--- src/logic/pg_pkg.sv ---
// package: constants and carriers for the pin enable/disable guard
`default_nettype none
package pg_pkg;
	// register byte offsets
	localparam logic [7:0] OFF_CMD    = 8'h00;
	localparam logic [7:0] OFF_PIN    = 8'h04;
	localparam logic [7:0] OFF_STATUS = 8'h08;
	localparam logic [7:0] OFF_SW     = 8'h0C;
	localparam logic [7:0] OFF_REF    = 8'h10;
	localparam logic [7:0] OFF_PUK    = 8'h14;
	localparam logic [7:0] OFF_TLV    = 8'h18;
	localparam logic [7:0] OFF_ALTK   = 8'h1C;
	// command codes in cmd register bits 2:0
	localparam logic [2:0] CMD_VERIFY  = 3'h1;
	localparam logic [2:0] CMD_DISABLE = 3'h2;
	localparam logic [2:0] CMD_ENABLE  = 3'h3;
	localparam logic [2:0] CMD_UNBLOCK = 3'h4;
	localparam logic [2:0] CMD_READ    = 3'h5;
	localparam logic [2:0] CMD_RESET   = 3'h6;
	localparam int CMD_EMPTY_BIT   = 8;
	localparam int CMD_PROT_BIT    = 9;
	localparam int CMD_ALT_BIT     = 10;
	// status words
	localparam logic [7:0] SW1_OK      = 8'h90;
	localparam logic [7:0] SW2_OK      = 8'h00;
	localparam logic [7:0] SW1_RETRY   = 8'h63;
	localparam logic [3:0] SW2_RETRY_H = 4'hC;
	localparam logic [7:0] SW1_REFUSE  = 8'h69;
	localparam logic [7:0] SW2_DENIED  = 8'h82;
	localparam logic [7:0] SW2_BLOCKED = 8'h83;
	localparam logic [7:0] SW2_NOTALLOW = 8'h85;
	// status template object
	localparam logic [7:0] TAG_FCP    = 8'h62;
	localparam logic [7:0] TAG_PS     = 8'hC6;
	localparam logic [7:0] TAG_USAGE  = 8'h90;
	localparam logic [7:0] PS_ENABLED = 8'h80;
	localparam logic [7:0] PS_DISABLED = 8'h00;
	// counter initial values
	localparam logic [3:0] PIN_TRIES_INIT = 4'h3;
	localparam logic [3:0] PUK_TRIES_INIT = 4'hA;
	localparam logic [31:0] PIN_RESET_VAL = 32'h0000_0000;
	localparam logic [31:0] PUK_RESET_VAL = 32'h1234_5678;

	typedef struct packed
	{
		logic [7:0] sw1;
		logic [7:0] sw2;
	} pg_sw_s;
endpackage : pg_pkg
`default_nettype wire

--- src/logic/pg_guard.sv ---
// module: card-side pin enable/disable/verify/unblock guard behind apb
`default_nettype none
module pg_guard
(
	// apb clock and reset
	input  wire logic        pclk,
	input  wire logic        presetn,
	// apb slave
	input  wire logic        psel,
	input  wire logic        penable,
	input  wire logic        pwrite,
	input  wire logic [7:0]  paddr,
	input  wire logic [31:0] pwdata,
	output logic      [31:0] prdata,
	output logic             pready,
	output logic             pslverr,
	// status to the file system
	output logic             pin_enabled,
	output logic             pin_blocked,
	output logic             access_granted
);
	typedef enum logic [2:0]
	{
		PG_IDLE = 3'b001,
		PG_EXEC = 3'b010,
		PG_DONE = 3'b100
	} pg_state_e;

	pg_state_e      state_q;
	logic [31:0]    cmd_q;
	logic [31:0]    pin_in_q;
	logic [31:0]    ref_q;
	logic [31:0]    puk_q;
	logic [3:0]     tries_q;
	logic [3:0]     puk_tries_q;
	logic           enabled_q;
	logic           verified_q;
	logic           alt_key_q;
	logic           busy_q;
	pg_pkg::pg_sw_s sw_q;
	pg_pkg::pg_sw_s sw_d;
	logic [3:0]     tries_d;
	logic [3:0]     puk_tries_d;
	logic           enabled_d;
	logic           verified_d;
	logic           alt_key_d;
	logic [31:0]    ref_d;

	logic wr;
	logic rd;
	logic start;
	logic blocked;
	logic puk_blocked;
	logic match;
	logic puk_match;
	logic [2:0] op;
	logic empty;

	assign wr = psel && penable && pwrite;
	assign rd = psel && penable && !pwrite;
	assign pready = 1'b1;
	assign pslverr = 1'b0;
	assign start = wr && (paddr == pg_pkg::OFF_CMD) && !busy_q;
	assign blocked = (tries_q == 4'h0);
	assign puk_blocked = (puk_tries_q == 4'h0);
	assign match = (pin_in_q == ref_q);
	assign puk_match = (pin_in_q == puk_q);
	assign op = cmd_q[2:0];
	assign empty = cmd_q[pg_pkg::CMD_EMPTY_BIT];
	assign pin_enabled = enabled_q;
	assign pin_blocked = blocked;
	// blocked+enabled denies, blocked+disabled grants
	assign access_granted = !enabled_q || (verified_q && !blocked);

	// command sequencer
	always_ff @(posedge pclk or negedge presetn)
	begin
		if (!presetn)
			state_q <= PG_IDLE;
		else
			unique case (state_q)
				PG_IDLE: if (start) state_q <= PG_EXEC;
				PG_EXEC: state_q <= PG_DONE;
				PG_DONE: state_q <= PG_IDLE;
				default: state_q <= PG_IDLE;
			endcase
	end

	always_ff @(posedge pclk or negedge presetn)
	begin
		if (!presetn)
			busy_q <= 1'b0;
		else if (start)
			busy_q <= 1'b1;
		else if (state_q == PG_DONE)
			busy_q <= 1'b0;
	end

	// command and pin operand registers
	always_ff @(posedge pclk or negedge presetn)
	begin
		if (!presetn)
		begin
			cmd_q    <= 32'h0000_0000;
			pin_in_q <= 32'h0000_0000;
		end
		else
		begin
			if (start)
				cmd_q <= pwdata;
			if (wr && paddr == pg_pkg::OFF_PIN && !busy_q)
				pin_in_q <= pwdata;
		end
	end

	// command evaluation
	always_comb
	begin
		sw_d        = sw_q;
		tries_d     = tries_q;
		puk_tries_d = puk_tries_q;
		enabled_d   = enabled_q;
		verified_d  = verified_q;
		alt_key_d   = alt_key_q;
		ref_d       = ref_q;
		unique case (op)
			pg_pkg::CMD_VERIFY:
				if (blocked)
					sw_d = '{pg_pkg::SW1_REFUSE, pg_pkg::SW2_BLOCKED};
				else if (empty)
					sw_d = '{pg_pkg::SW1_RETRY, {pg_pkg::SW2_RETRY_H, tries_q}};
				else if (match)
				begin
					sw_d       = '{pg_pkg::SW1_OK, pg_pkg::SW2_OK};
					tries_d    = pg_pkg::PIN_TRIES_INIT;
					verified_d = 1'b1;
				end
				else
				begin
					tries_d = tries_q - 4'h1;
					sw_d    = '{pg_pkg::SW1_RETRY, {pg_pkg::SW2_RETRY_H, tries_q - 4'h1}};
				end
			pg_pkg::CMD_DISABLE:
				if (blocked)
					sw_d = '{pg_pkg::SW1_REFUSE, pg_pkg::SW2_BLOCKED};
				else if (!enabled_q)
					sw_d = '{pg_pkg::SW1_REFUSE, pg_pkg::SW2_NOTALLOW};
				else if (match)
				begin
					sw_d      = '{pg_pkg::SW1_OK, pg_pkg::SW2_OK};
					tries_d   = pg_pkg::PIN_TRIES_INIT;
					enabled_d = 1'b0;
					alt_key_d = cmd_q[pg_pkg::CMD_ALT_BIT];
				end
				else
				begin
					tries_d = tries_q - 4'h1;
					sw_d    = '{pg_pkg::SW1_RETRY, {pg_pkg::SW2_RETRY_H, tries_q - 4'h1}};
				end
			pg_pkg::CMD_ENABLE:
				if (blocked)
					sw_d = '{pg_pkg::SW1_REFUSE, pg_pkg::SW2_BLOCKED};
				else if (enabled_q)
					sw_d = '{pg_pkg::SW1_REFUSE, pg_pkg::SW2_NOTALLOW};
				else if (match)
				begin
					sw_d       = '{pg_pkg::SW1_OK, pg_pkg::SW2_OK};
					tries_d    = pg_pkg::PIN_TRIES_INIT;
					enabled_d  = 1'b1;
					verified_d = 1'b0;
					alt_key_d  = 1'b0;
				end
				else
				begin
					tries_d = tries_q - 4'h1;
					sw_d    = '{pg_pkg::SW1_RETRY, {pg_pkg::SW2_RETRY_H, tries_q - 4'h1}};
				end
			pg_pkg::CMD_UNBLOCK:
				if (empty)
					sw_d = '{pg_pkg::SW1_RETRY, {pg_pkg::SW2_RETRY_H, puk_tries_q}};
				else if (puk_blocked)
					sw_d = '{pg_pkg::SW1_REFUSE, pg_pkg::SW2_BLOCKED};
				else if (puk_match)
				begin
					sw_d        = '{pg_pkg::SW1_OK, pg_pkg::SW2_OK};
					tries_d     = pg_pkg::PIN_TRIES_INIT;
					puk_tries_d = pg_pkg::PUK_TRIES_INIT;
					enabled_d   = 1'b1;
					verified_d  = 1'b1;
				end
				else
				begin
					puk_tries_d = puk_tries_q - 4'h1;
					sw_d = '{pg_pkg::SW1_RETRY, {pg_pkg::SW2_RETRY_H, puk_tries_q - 4'h1}};
				end
			pg_pkg::CMD_READ:
				if (cmd_q[pg_pkg::CMD_PROT_BIT] && !access_granted)
					sw_d = '{pg_pkg::SW1_REFUSE, pg_pkg::SW2_DENIED};
				else
					sw_d = '{pg_pkg::SW1_OK, pg_pkg::SW2_OK};
			pg_pkg::CMD_RESET:
			begin
				// card reset drops only the session's verification
				verified_d = 1'b0;
				sw_d       = '{pg_pkg::SW1_OK, pg_pkg::SW2_OK};
			end
			default:
				sw_d = '{pg_pkg::SW1_REFUSE, pg_pkg::SW2_NOTALLOW};
		endcase
	end

	// persistent security state, touched by command completion and, for ref_q, also by an idle write to the ref register
	always_ff @(posedge pclk or negedge presetn)
	begin
		if (!presetn)
		begin
			sw_q        <= '{pg_pkg::SW1_OK, pg_pkg::SW2_OK};
			tries_q     <= pg_pkg::PIN_TRIES_INIT;
			puk_tries_q <= pg_pkg::PUK_TRIES_INIT;
			enabled_q   <= 1'b1;
			verified_q  <= 1'b0;
			alt_key_q   <= 1'b0;
			ref_q       <= pg_pkg::PIN_RESET_VAL;
		end
		else if (state_q == PG_EXEC)
		begin
			sw_q        <= sw_d;
			tries_q     <= tries_d;
			puk_tries_q <= puk_tries_d;
			enabled_q   <= enabled_d;
			verified_q  <= verified_d;
			alt_key_q   <= alt_key_d;
			ref_q       <= ref_d;
		end
		else if (wr && paddr == pg_pkg::OFF_REF && !busy_q)
			ref_q <= pwdata;
	end

	always_ff @(posedge pclk or negedge presetn)
	begin
		if (!presetn)
			puk_q <= pg_pkg::PUK_RESET_VAL;
		else if (wr && paddr == pg_pkg::OFF_PUK && !busy_q)
			puk_q <= pwdata;
	end

	// read data
	always_ff @(posedge pclk or negedge presetn)
	begin
		if (!presetn)
			prdata <= 32'h0000_0000;
		else if (psel && !penable && !pwrite)
			unique case (paddr)
				pg_pkg::OFF_CMD:    prdata <= cmd_q;
				pg_pkg::OFF_STATUS: prdata <= {20'h0, alt_key_q, puk_blocked, busy_q,
					access_granted, verified_q, blocked, enabled_q, 1'b0, tries_q};
				pg_pkg::OFF_SW:     prdata <= {16'h0, sw_q.sw1, sw_q.sw2};
				pg_pkg::OFF_TLV:    prdata <= {pg_pkg::TAG_FCP, pg_pkg::TAG_PS,
					pg_pkg::TAG_USAGE,
					enabled_q ? pg_pkg::PS_ENABLED : pg_pkg::PS_DISABLED};
				pg_pkg::OFF_ALTK:   prdata <= {28'h0, puk_tries_q};
				default:            prdata <= 32'h0000_0000;
			endcase
	end
endmodule // pg_guard
`default_nettype wire

--- config.mk ---
export PLATFORM = sky130hd
export DESIGN_NAME = pg_guard
export DESIGN_NICKNAME = d
export VERILOG_FILES = /design/src/logic/pg_pkg.sv /design/src/logic/pg_guard.sv
export SDC_FILE = /design/constraint.sdc
export NUM_CORES = 1
export LEC_CHECK = 0
export BUFFER_PORTS_ARGS = -buffer_cell sky130_fd_sc_hd__buf_2
export CAP_MARGIN = 20
export CORE_MARGIN = 3
export CORE_UTILIZATION = 40
export DETAILED_ROUTE_END_ITERATION = 6
export PLACE_DENSITY = 0.64
export SETUP_SLACK_MARGIN = 0.02
export SKIP_CTS_REPAIR_TIMING = 1
export SYNTH_ARGS = -nofsm -noshare
export SYNTH_HDL_FRONTEND = slang
export SYNTH_SLANG_ARGS = --single-unit
--- constraint.sdc ---
create_clock -name pclk -period 5.82 [get_ports pclk]
set_clock_uncertainty 0.2 [all_clocks]
set_input_delay 0.291 -clock pclk [delete_from_list [all_inputs] [get_ports pclk]]
set_output_delay 0.291 -clock pclk [all_outputs]
set_load 0.05 [all_outputs]
==> flow_metrics.env, run 1 <==
export IMPL_status="finished, violations left"
export IMPL_violations="negative hold slack"
export IMPL_power_mw=2.49
export IMPL_clkTransAtPathRegs_ns=0.07
export IMPL_rows=53
export IMPL_crit_path_end_kind="flop"
export IMPL_grt_overflow_total=0
export IMPL_yosysWarnings=0
export IMPL_fin_crit_sh_pct=48.3
export IMPL_drt_pre_antenna_iters=6
export IMPL_rsz0062_at_grt="false"
export IMPL_wl_per_cell_um=18.5
export IMPL_clock_path_buffers=2
export IMPL_holdWs_ns=-0.00709
export IMPL_hpwlAfterDp_um=14500
export IMPL_areaGrowthSynthToFinish_pct=16.7
export IMPL_synth_fa_ha_area_share_pct=0.436
export IMPL_dp_cells=1051
export IMPL_synth_mux_area_share_pct=17.3
export IMPL_cts_max_level=4
export IMPL_cp_data_required_time_ns=5.93
export IMPL_nFillCells=1974
export IMPL_multi_input_area_um2=3760
export IMPL_ys_seq_area_share_pct=53.5
export IMPL_critical_path_class="flop to flop"
export IMPL_rr_startpoint="busy_q"
export IMPL_final_core_util_pct=47.6
export IMPL_num_nets_final=870
export IMPL_slowest_stage="nand3_2"
export IMPL_synthDistinctLibCells=68
export IMPL_synthXorXnorAreaFrac_pct=6.82
export IMPL_synth_seq_cells=183
export IMPL_synth_top_family_by_area="multiplexers"
export IMPL_min_delay_path_class="input port to flop"
export IMPL_drive_gt1_share_pct=32.9
export IMPL_die_w_um=153
export IMPL_max_freq_mhz=356
export IMPL_grt_usage_pct=17.9
export IMPL_min_period_ns=2.81
export IMPL_cp_startpoint="busy_q"
export IMPL_synth_ff_type="dfrtp_1"
export IMPL_synth_area_um2=8600
export IMPL_grt_pass1_vias=5718
export IMPL_slew_viol_final=0
export IMPL_cp_cell_sequence="inv_1 -> nand4_1 -> nor4_1 -> nand3_2 -> mux2_2"
export IMPL_setup_tns_final_ns=0
export IMPL_holdPathEnd="cmd_q[3]"
export IMPL_drt_wl_total_um=20500
export IMPL_dieArea_um2=23300
export IMPL_finalWeightedCongestion=0.902
export IMPL_io_buffers=79
export IMPL_setup_viol=0
export IMPL_leakagePower_nw=4.99
export IMPL_r2r_slack_ns=3.01
export IMPL_cts_made_buffers=17
export IMPL_ff2ff_path_depth=5
export IMPL_start_kind="flop"
export IMPL_synth_compound_area_share_pct=8.87
export IMPL_synth_edf_count=0
export IMPL_ant_nets=0
export IMPL_cts_sinks=183
export IMPL_core_um2=21100
export IMPL_tightest_slew_ns=1.02
export IMPL_viasPerCell=5.33
export IMPL_initial_core_util_pct=40.8
export IMPL_dieHeight_um=153
export IMPL_arrival_ns=2.92
export IMPL_slew_limit_headroom_pct=31.5
export IMPL_regArea_um2=4600
export IMPL_worstPathMaxFanout=32
export IMPL_syn_inst=731
export IMPL_synth_avg_cell_area_um2=11.8
export IMPL_final_cells=1110
export IMPL_ys_async_sr_fraction_pct=100
export IMPL_grt_pass1_wl_um=32900
export IMPL_grt_max_degree=80
export IMPL_rr_endpoint="puk_q[8]"
export IMPL_cts_tree="done"
export IMPL_pin_count=82
export IMPL_n_antenna_cell=0
export IMPL_power_density_nw_per_um2=248
export IMPL_finalHoldViolCount=1
export IMPL_critical_path_max_stage_delay_ns=0.85
export IMPL_synth_simple_area_share_pct=9.92
export IMPL_dr_first_iter_drc_count=477
export IMPL_worstHoldStart="pwdata[3]"
export IMPL_max_cap_violations=0
export IMPL_drc=0
export IMPL_hold_path_cell_count=2
export IMPL_antenna_found_initial=1
export IMPL_syn_nets=779
export IMPL_clkLatencyLatePin_ns=0.43
export IMPL_ir_worst_vdd_mv=0.194
export IMPL_vias=5915
export IMPL_cts_root_buf="clkbuf_16"
[routing by layer]
layer / wire length (µm) / vias to the layer above / global-route usage, %
li1: - / 2796 / -
met1: 10200 / 2964 / 27.1
met2: 9180 / 138 / 26.3
met3: 875 / 17 / 3.49
met4: 223 / 0 / 4.79
met5: 0 / - / 0
[sequential cells by signal, summed over array words and instances, names as in the netlist, 3 cells and up]
signal,count
cmd_q,32
puk_q,32
sw_q,8
state_q,3
puk_tries_q,4
tries_q,4
pin_in_q,32
prdata,32
ref_d,32
[power by group]
group / internal (mW) / total, mW / switching (mW)
Combinational: 0.0328 / 0.115 / 0.0825
Clock: 0.569 / 1.09 / 0.524
Sequential: 1.28 / 1.28 / 0.00248
Total: 1.88 / 2.49 / 0.609
[cells by family (layout without fill, tap and decap cells)]
| logic type | Yosys count | count (layout) |
|---|---|---|
| adders and majority gates | 3 | 3 |
| DFF | 183 | 183 |
| buffers and inverters | 55 | 159 |
| xor gates and xnor gates | 67 | 67 |
| other | 2 | 2 |
| and+or+nand+nor | 172 | 172 |
| muxes | 132 | 132 |
| AOI/OAI and AO/OA | 117 | 117 |
[final cells by class]
class                   count  area share (%)
flip-flops and latches    183            45.9
multi-input cells         493            37.5
repair buffers            112            7.14
clock buffers              18            4.38
well taps                 275            3.43
clock inverters            14            1.13
inverters                  15           0.586
[critical path: cells and delay by family, from the launching register on]
family | cells | cell delay (ns)
mux | 1 | 0.59
buf+inv | 1 | 0.08
simple gates | 3 | 1.44
flops | 1 | 0.36
[cell usage after synthesis (3+ instances only)]
library cell	n	share of area [%]
ha_1	3	0.44
nor4_1	12	0.87
nand3_1	19	1.1
xnor2_1	34	3.5
nand4_1	13	0.95
clkbuf_1	21	0.92
nor3_1	7	0.41
mux2_1	9	1.2
o311ai_1	3	0.31
buf_2	10	0.58
a222oi_1	5	0.58
inv_1	13	0.57
o21ai_0	40	2.3
a221oi_1	4	0.41
nor3b_1	3	0.26
dfrtp_1	163	47
buf_4	3	0.26
a21o_1	3	0.26
xor2_1	33	3.4
a31oi_1	4	0.29
a21oi_1	29	1.7
o21a_1	3	0.26
and2_1	3	0.22
mux2_2	121	16
buf_6	4	0.52
a22oi_1	3	0.26
dfstp_2	20	6.1
nor2_1	38	1.7
a22o_1	3	0.31
nand2_1	59	2.6
[layout by cell type (no fill, tap or decap), types with 4 or more instances in the layout]
cell type	count
nor2_1	38
nand2_1	59
mux2_1	9
dfstp_2	20
nand3_1	18
buf_4	6
inv_1	13
inv_6	4
xor2_1	33
a21oi_1	29
nand4_1	13
dfrtp_1	163
nor4_1	12
a222oi_1	5
clkinvlp_4	4
mux2_2	121
nor3_1	7
a31oi_1	4
clkbuf_16	17
dlygate4sd3_1	27
xnor2_1	34
buf_2	78
a221oi_1	4
o21ai_0	40
[stage by stage]
step	worst slack, ns	cell area [µm²]
2_1_floorplan	3.43	8600
3_3_place_gp	2.95	9210
3_5_place_dp	2.93	9210
4_1_cts	2.99	9770
5_1_grt	2.78	10000
6_report	3.01	10000
[how the worst max path moves through the flow]
stage | to | cells after the start
2_1_floorplan | tries_q[3] | 11
3_3_place_gp | cmd_q[21] | 6
3_5_place_dp | cmd_q[28] | 6
4_1_cts | puk_q[8] | 5
5_1_grt | puk_q[8] | 5
6_report | puk_q[8] | 5
Note: power is estimated with default switching activity, not from simulation.
==> run 2, diff against run 1 <==
--- a/config.mk
+++ b/config.mk
@@ -10,7 +10,7 @@
 export CORE_MARGIN = 3
 export CORE_UTILIZATION = 40
 export DETAILED_ROUTE_END_ITERATION = 6
-export PLACE_DENSITY = 0.64
+export PLACE_DENSITY = 0.66
 export SETUP_SLACK_MARGIN = 0.02
 export SKIP_CTS_REPAIR_TIMING = 1
 export SYNTH_ARGS = -nofsm -noshare
==> constraint.sdc (replaced) <==
create_clock -name pclk -period 2.5 [get_ports pclk]
set_clock_uncertainty 0.2 [all_clocks]
set_input_delay 0.125 -clock pclk [delete_from_list [all_inputs] [get_ports pclk]]
set_output_delay 0.125 -clock pclk [all_outputs]
set_load 0.05 [all_outputs]
==> run 2 against run 1 <==
Effect of this change:
- the flow still finishes with violations (negative hold slack)
- cell area grew 5.6%
- utilization grew 2.7 points
- largest cell class unchanged
- fmax grew 14%
- register-to-register slack lost 3.0 ns
- clock power grew 140%
- critical path type unchanged
- sequential power grew 130%
- sequential share of layout area shrank 2.4 points
==> flow_metrics.env, run 2 (synthesis results as in run 1) <==
export IMPL_status="finished, violations left"
export IMPL_violations="negative hold slack"
export IMPL_die_w_um=153
export IMPL_finalHoldViolCount=3
export IMPL_worstPathMaxFanout=6
export IMPL_p_switching_mw=1.45
export IMPL_clkTransAtPathRegs_ns=0.08
export IMPL_min_period_ns=2.46
export IMPL_rsz0062_at_grt="true"
export IMPL_placed_area_um2=9560
export IMPL_min_delay_path_class="input port to flop"
export IMPL_tightest_slew_ns=0.681
export IMPL_power_density_nw_per_um2=560
export IMPL_areaGrowthSynthToFinish_pct=23.2
export IMPL_hpwlAfterDp_um=15600
export IMPL_ant_nets=0
export IMPL_max_freq_mhz=407
export IMPL_setup_viol=0
export IMPL_cts_made_buffers=17
export IMPL_grt_overflow_total=0
export IMPL_slew_limit_headroom_pct=53.9
export IMPL_dieArea_um2=23300
export IMPL_grt_pass1_wl_um=34200
export IMPL_rows=53
export IMPL_cts_max_level=4
export IMPL_initial_core_util_pct=40.8
export IMPL_seq_power_share_pct=50.2
export IMPL_wl_per_cell_um=18.6
export IMPL_n_antenna_cell=0
export IMPL_nFillCells=1938
export IMPL_power_mw=5.93
export IMPL_p_comb_share_pct=4.8
export IMPL_viasPerCell=5.32
export IMPL_grt_usage_pct=18.4
export IMPL_regArea_um2=4600
export IMPL_cts_tree="done"
export IMPL_grt_max_degree=64
export IMPL_core_um2=21100
export IMPL_arrival_ns=2.58
export IMPL_sw_frac_of_total_pct=24.4
export IMPL_drc=0
export IMPL_io_buffers=79
export IMPL_cts_sinks=183
export IMPL_clkPwrFrac_pct=45.0
export IMPL_multi_input_area_um2=3850
export IMPL_clkLatencyLatePin_ns=0.43
export IMPL_cp_data_required_time_ns=2.63
export IMPL_final_cell_mix="163 x dfrtp_1, 121 x mux2_2, 77 x buf_2, 59 x nand2_1, 41 x buf_4"
export IMPL_slew_viol_final=0
export IMPL_vias=6160
export IMPL_clock_path_buffers=2
export IMPL_cts_root_buf="clkbuf_16"
export IMPL_pin_count=82
export IMPL_drt_wl_total_um=21500
export IMPL_dr_first_iter_drc_count=440
export IMPL_critical_path_class="flop to flop"
export IMPL_drive_gt1_share_pct=37.2
export IMPL_holdWs_ns=-0.0194
export IMPL_crit_path_end_kind="flop"
export IMPL_finalWeightedCongestion=1.00
export IMPL_fin_crit_sh_pct=98.2
export IMPL_num_nets_final=917
export IMPL_mostFrequentLayoutCell="dfrtp_1"
export IMPL_antenna_found_initial=0
export IMPL_start_kind="flop"
export IMPL_drt_pre_antenna_iters=6
export IMPL_max_cap_violations=0
export IMPL_dieHeight_um=153
export IMPL_ir_worst_vdd_mv=0.507
export IMPL_intPower_mw=4.48
export IMPL_leakagePower_nw=5.27
export IMPL_design_area_um2=10600
export IMPL_grt_pass1_vias=6077
==> run 2: path summary, 6_finish.rpt <==
| kind | startpoint | endpoint | slack (ns) | cells past startpoint |
|---|---|---|---|---|
| min in group asynchronous | presetn | tries_q[2] | 0.04 | 2 |
| max | puk_q[14] | tries_q[3] | 0.04 | 7 |
| max reg2reg | puk_q[14] | tries_q[3] | 0.04 | 7 |
| min | pwrite | prdata[9] | -0.02 | 4 |
| min reg2reg | prdata[20] | prdata[20] | 0.26 | 2 |
| max in group asynchronous | presetn | busy_q | 1.30 | 3 |
==> run 2: cell type report <==
| type | instances | area share [%] |
|---|---|---|
| Sequential cell | 183 | 43.4 |
| Multi-Input combinational cell | 493 | 36.4 |
| Timing Repair Buffer | 159 | 10.8 |
| Clock buffer | 17 | 4.01 |
| Tap cell | 275 | 3.25 |
| Clock inverter | 15 | 1.53 |
| Inverter | 15 | 0.555 |
==> run 2: power by group through the flow <==
stage | Clock, mW | Combinational [mW] | Sequential, mW
after global routing | 2.85 | 0.314 | 2.98
final | 2.67 | 0.286 | 2.98
after floorplan | 0 | 0.0413 | 3.07
after detailed placement | 0 | 0.252 | 3.03
after CTS | 2.72 | 0.253 | 2.98
after global placement | 0 | 0.249 | 3.03
==> run 2: per-stage QoR <==
step	cells	TNS [ns]	setup WS [ns]	util [%]
2_1_floorplan	731	0	0.106	-
3_3_place_gp	1092	-0.0290	-0.0152	45.4
3_5_place_dp	1092	-0.0123	-0.00762	45.4
4_1_cts	1124	-0.0668	-0.0335	48.1
5_1_grt	1157	-0.0825	-0.0671	50.3
6_report	1157	0	0.0448	50.3
==> run 2: critical path, cell delays in order, from the launching register on <==
cell      delay [ns]
dfstp_2         0.54
xor2_1          0.08
nor4_2          0.34
nand4_1         0.21
or2_4           0.33
a211oi_4        0.34
o311ai_2        0.16
o21a_1          0.13
==> run 2: per-layer routing <==
metal / vias to the layer above / part of all wire [%] / track usage [%]
li1: 2867 / - / -
met1: 3081 / 48 / 26.9
met2: 181 / 46 / 28.1
met3: 31 / 5.0 / 3.49
met4: 0 / 1.4 / 5.18
met5: - / 0 / 0
==> run 3, diff against run 2 <==
--- a/config.mk
+++ b/config.mk
@@ -11,6 +11,7 @@
 export CORE_UTILIZATION = 40
 export DETAILED_ROUTE_END_ITERATION = 6
 export PLACE_DENSITY = 0.66
+export RECOVER_POWER = 100
 export SETUP_SLACK_MARGIN = 0.02
 export SKIP_CTS_REPAIR_TIMING = 1
 export SYNTH_ARGS = -nofsm -noshare
==> run 3 against run 2 <==
Effect of this change:
- the flow finishes with violations (negative hold slack, max-capacitance violations, max-slew violations)
- total power shrank 0.13%
- final cell count stayed put
- setup slack worse by 0.0047 ns
- worst hold slack lost 0.00074 ns
- utilization decreased by 0.53 points
- sequential power about the same
- largest cell class unchanged
- highest routed layer unchanged
==> flow_metrics.env, run 3 (synthesis results as in run 1) <==
export IMPL_grt_overflow_total=0
export IMPL_vias=6140
export IMPL_start_kind="flop"
export IMPL_use_met1_pct=26.9
export IMPL_cts_max_level=4
export IMPL_final_cells=1157
export IMPL_clkLatencyLatePin_ns=0.43
export IMPL_mostFrequentLayoutCell="dfrtp_1"
export IMPL_pin_count=82
export IMPL_dr_first_iter_drc_count=516
export IMPL_fin_crit_sh_pct=98.4
export IMPL_slew_limit_headroom_pct=-13.0
export IMPL_viasPerCell=5.31
export IMPL_max_cap_violations=1
export IMPL_drc=0
export IMPL_areaGrowthSynthToFinish_pct=21.9
export IMPL_violations="negative hold slack, max-capacitance violations, max-slew violations"
export IMPL_min_delay_path_class="input port to flop"
export IMPL_met2_usage_pct=28.1
export IMPL_power_density_nw_per_um2=565
export IMPL_tightest_slew_ns=1.69
export IMPL_design_area_um2=10500
export IMPL_grt_pass1_wl_um=34200
export IMPL_rsz0062_at_grt="true"
export IMPL_n_antenna_cell=0
export IMPL_clkTransAtPathRegs_ns=0.08
export IMPL_p_comb_share_pct=4.7
export IMPL_holdPathEnd="prdata[9]"
export IMPL_drt_pre_antenna_iters=6
export IMPL_setup_viol=0
export IMPL_worstPathMaxFanout=6
export IMPL_intPower_mw=4.48
export IMPL_hpwlAfterDp_um=15600
export IMPL_finalHoldViolCount=3
export IMPL_leakagePower_nw=5.10
export IMPL_arrival_ns=2.59
export IMPL_gr_max_usage_layer="met2"
export IMPL_dieHeight_um=153
export IMPL_status="finished, violations left"
export IMPL_grt_util_met3_pct=3.49
export IMPL_holdWs_ns=-0.0202
export IMPL_placed_area_um2=9560
export IMPL_clkPwrFrac_pct=45.1
export IMPL_rr_startpoint="puk_q[14]"
export IMPL_hold_path_cell_count=4
export IMPL_crit_path_end_kind="flop"
export IMPL_grt_pass1_vias=6077
export IMPL_max_freq_mhz=407
export IMPL_cts_made_buffers=17
export IMPL_rows=53
export IMPL_cp_data_required_time_ns=2.63
export IMPL_critical_path_class="flop to flop"
export IMPL_dieArea_um2=23300
export IMPL_initial_core_util_pct=40.8
export IMPL_rr_endpoint="tries_q[3]"
export IMPL_seq_power_share_pct=50.3
export IMPL_die_w_um=153
export IMPL_core_um2=21100
export IMPL_wl_per_cell_um=18.6
export IMPL_io_buffers=79
export IMPL_min_period_ns=2.46
export IMPL_final_cell_mix="163 x dfrtp_1, 121 x mux2_2, 59 x nand2_1, 42 x buf_2, 40 x o21ai_0"
export IMPL_ff2ff_path_depth=7
export IMPL_ant_nets=0
export IMPL_dp_cells=1092
export IMPL_clock_path_buffers=2
export IMPL_drt_wl_total_um=21500
export IMPL_cts_root_buf="clkbuf_16"
export IMPL_r2r_slack_ns=0.04
export IMPL_cts_tree="done"
export IMPL_slew_viol_final=62
export IMPL_finalWeightedCongestion=1.00
export IMPL_antenna_found_initial=0
export IMPL_ir_worst_vdd_mv=0.502
export IMPL_drive_gt1_share_pct=32.5
export IMPL_cts_sinks=183
export IMPL_grt_max_degree=64
export IMPL_worstHoldStart="pwrite"
export IMPL_p_switching_mw=1.45
export IMPL_sw_frac_of_total_pct=24.5
export IMPL_power_mw=5.92
export IMPL_grt_usage_pct=18.4
export IMPL_num_nets_final=917
[run 3: how the worst max path moves through the flow]
stage	start	end	slack (ns)	cells past startpoint
4_1_cts	pin_in_q[28]	tries_q[2]	-0.03	7
3_5_place_dp	puk_q[28]	tries_q[2]	-0.008	7
2_1_floorplan	tries_q[0]	tries_q[3]	0.11	11
3_3_place_gp	puk_q[28]	tries_q[2]	-0.02	7
5_1_grt	tries_q[0]	tries_q[3]	-0.07	11
6_report	puk_q[14]	tries_q[3]	0.04	7
[run 3: area by class of cell]
class | instances | area (µm²)
Clock inverter | 15 | 163
Fill cell | 1962 | 10600
Tap cell | 275 | 344
Clock buffer | 17 | 425
Multi-Input combinational cell | 493 | 3830
Sequential cell | 183 | 4600
Timing Repair Buffer | 159 | 1060
Inverter | 15 | 58.8
[run 3: power by group through the flow]
stage                     clock network (mW)  logic [mW]  registers [mW]
after floorplan                            0      0.0413            3.07
after global placement                     0       0.249            3.03
after detailed placement                   0       0.252            3.03
after CTS                               2.72       0.253            2.98
after global routing                    2.85       0.306            2.98
final                                   2.67       0.277            2.98
[run 3: per-stage QoR]
stage | setup TNS, ns | util [%] | setup slack, ns
finish | 0 | 49.7 | 0.0401
global route | -0.0825 | 49.7 | -0.0671
CTS | -0.0668 | 48.1 | -0.0335
detailed placement | -0.0123 | 45.4 | -0.00762
global placement | -0.0290 | 45.4 | -0.0152
floorplan | 0 | - | 0.106
[run 3: critical path, cell delays in order (launching register included)]
cell	delay (ns)
dfstp_2	0.54
xor2_1	0.08
nor4_2	0.35
nand4_1	0.21
or2_4	0.33
a211oi_4	0.34
o311ai_2	0.16
o21a_1	0.13
[run 3: per-layer routing]
layer  routed length (µm)  vias up
met5                    0        -
met4                  276        0
met3                 1090       28
met2                 9880      188
met1                10300     3053
li1                     -     2871
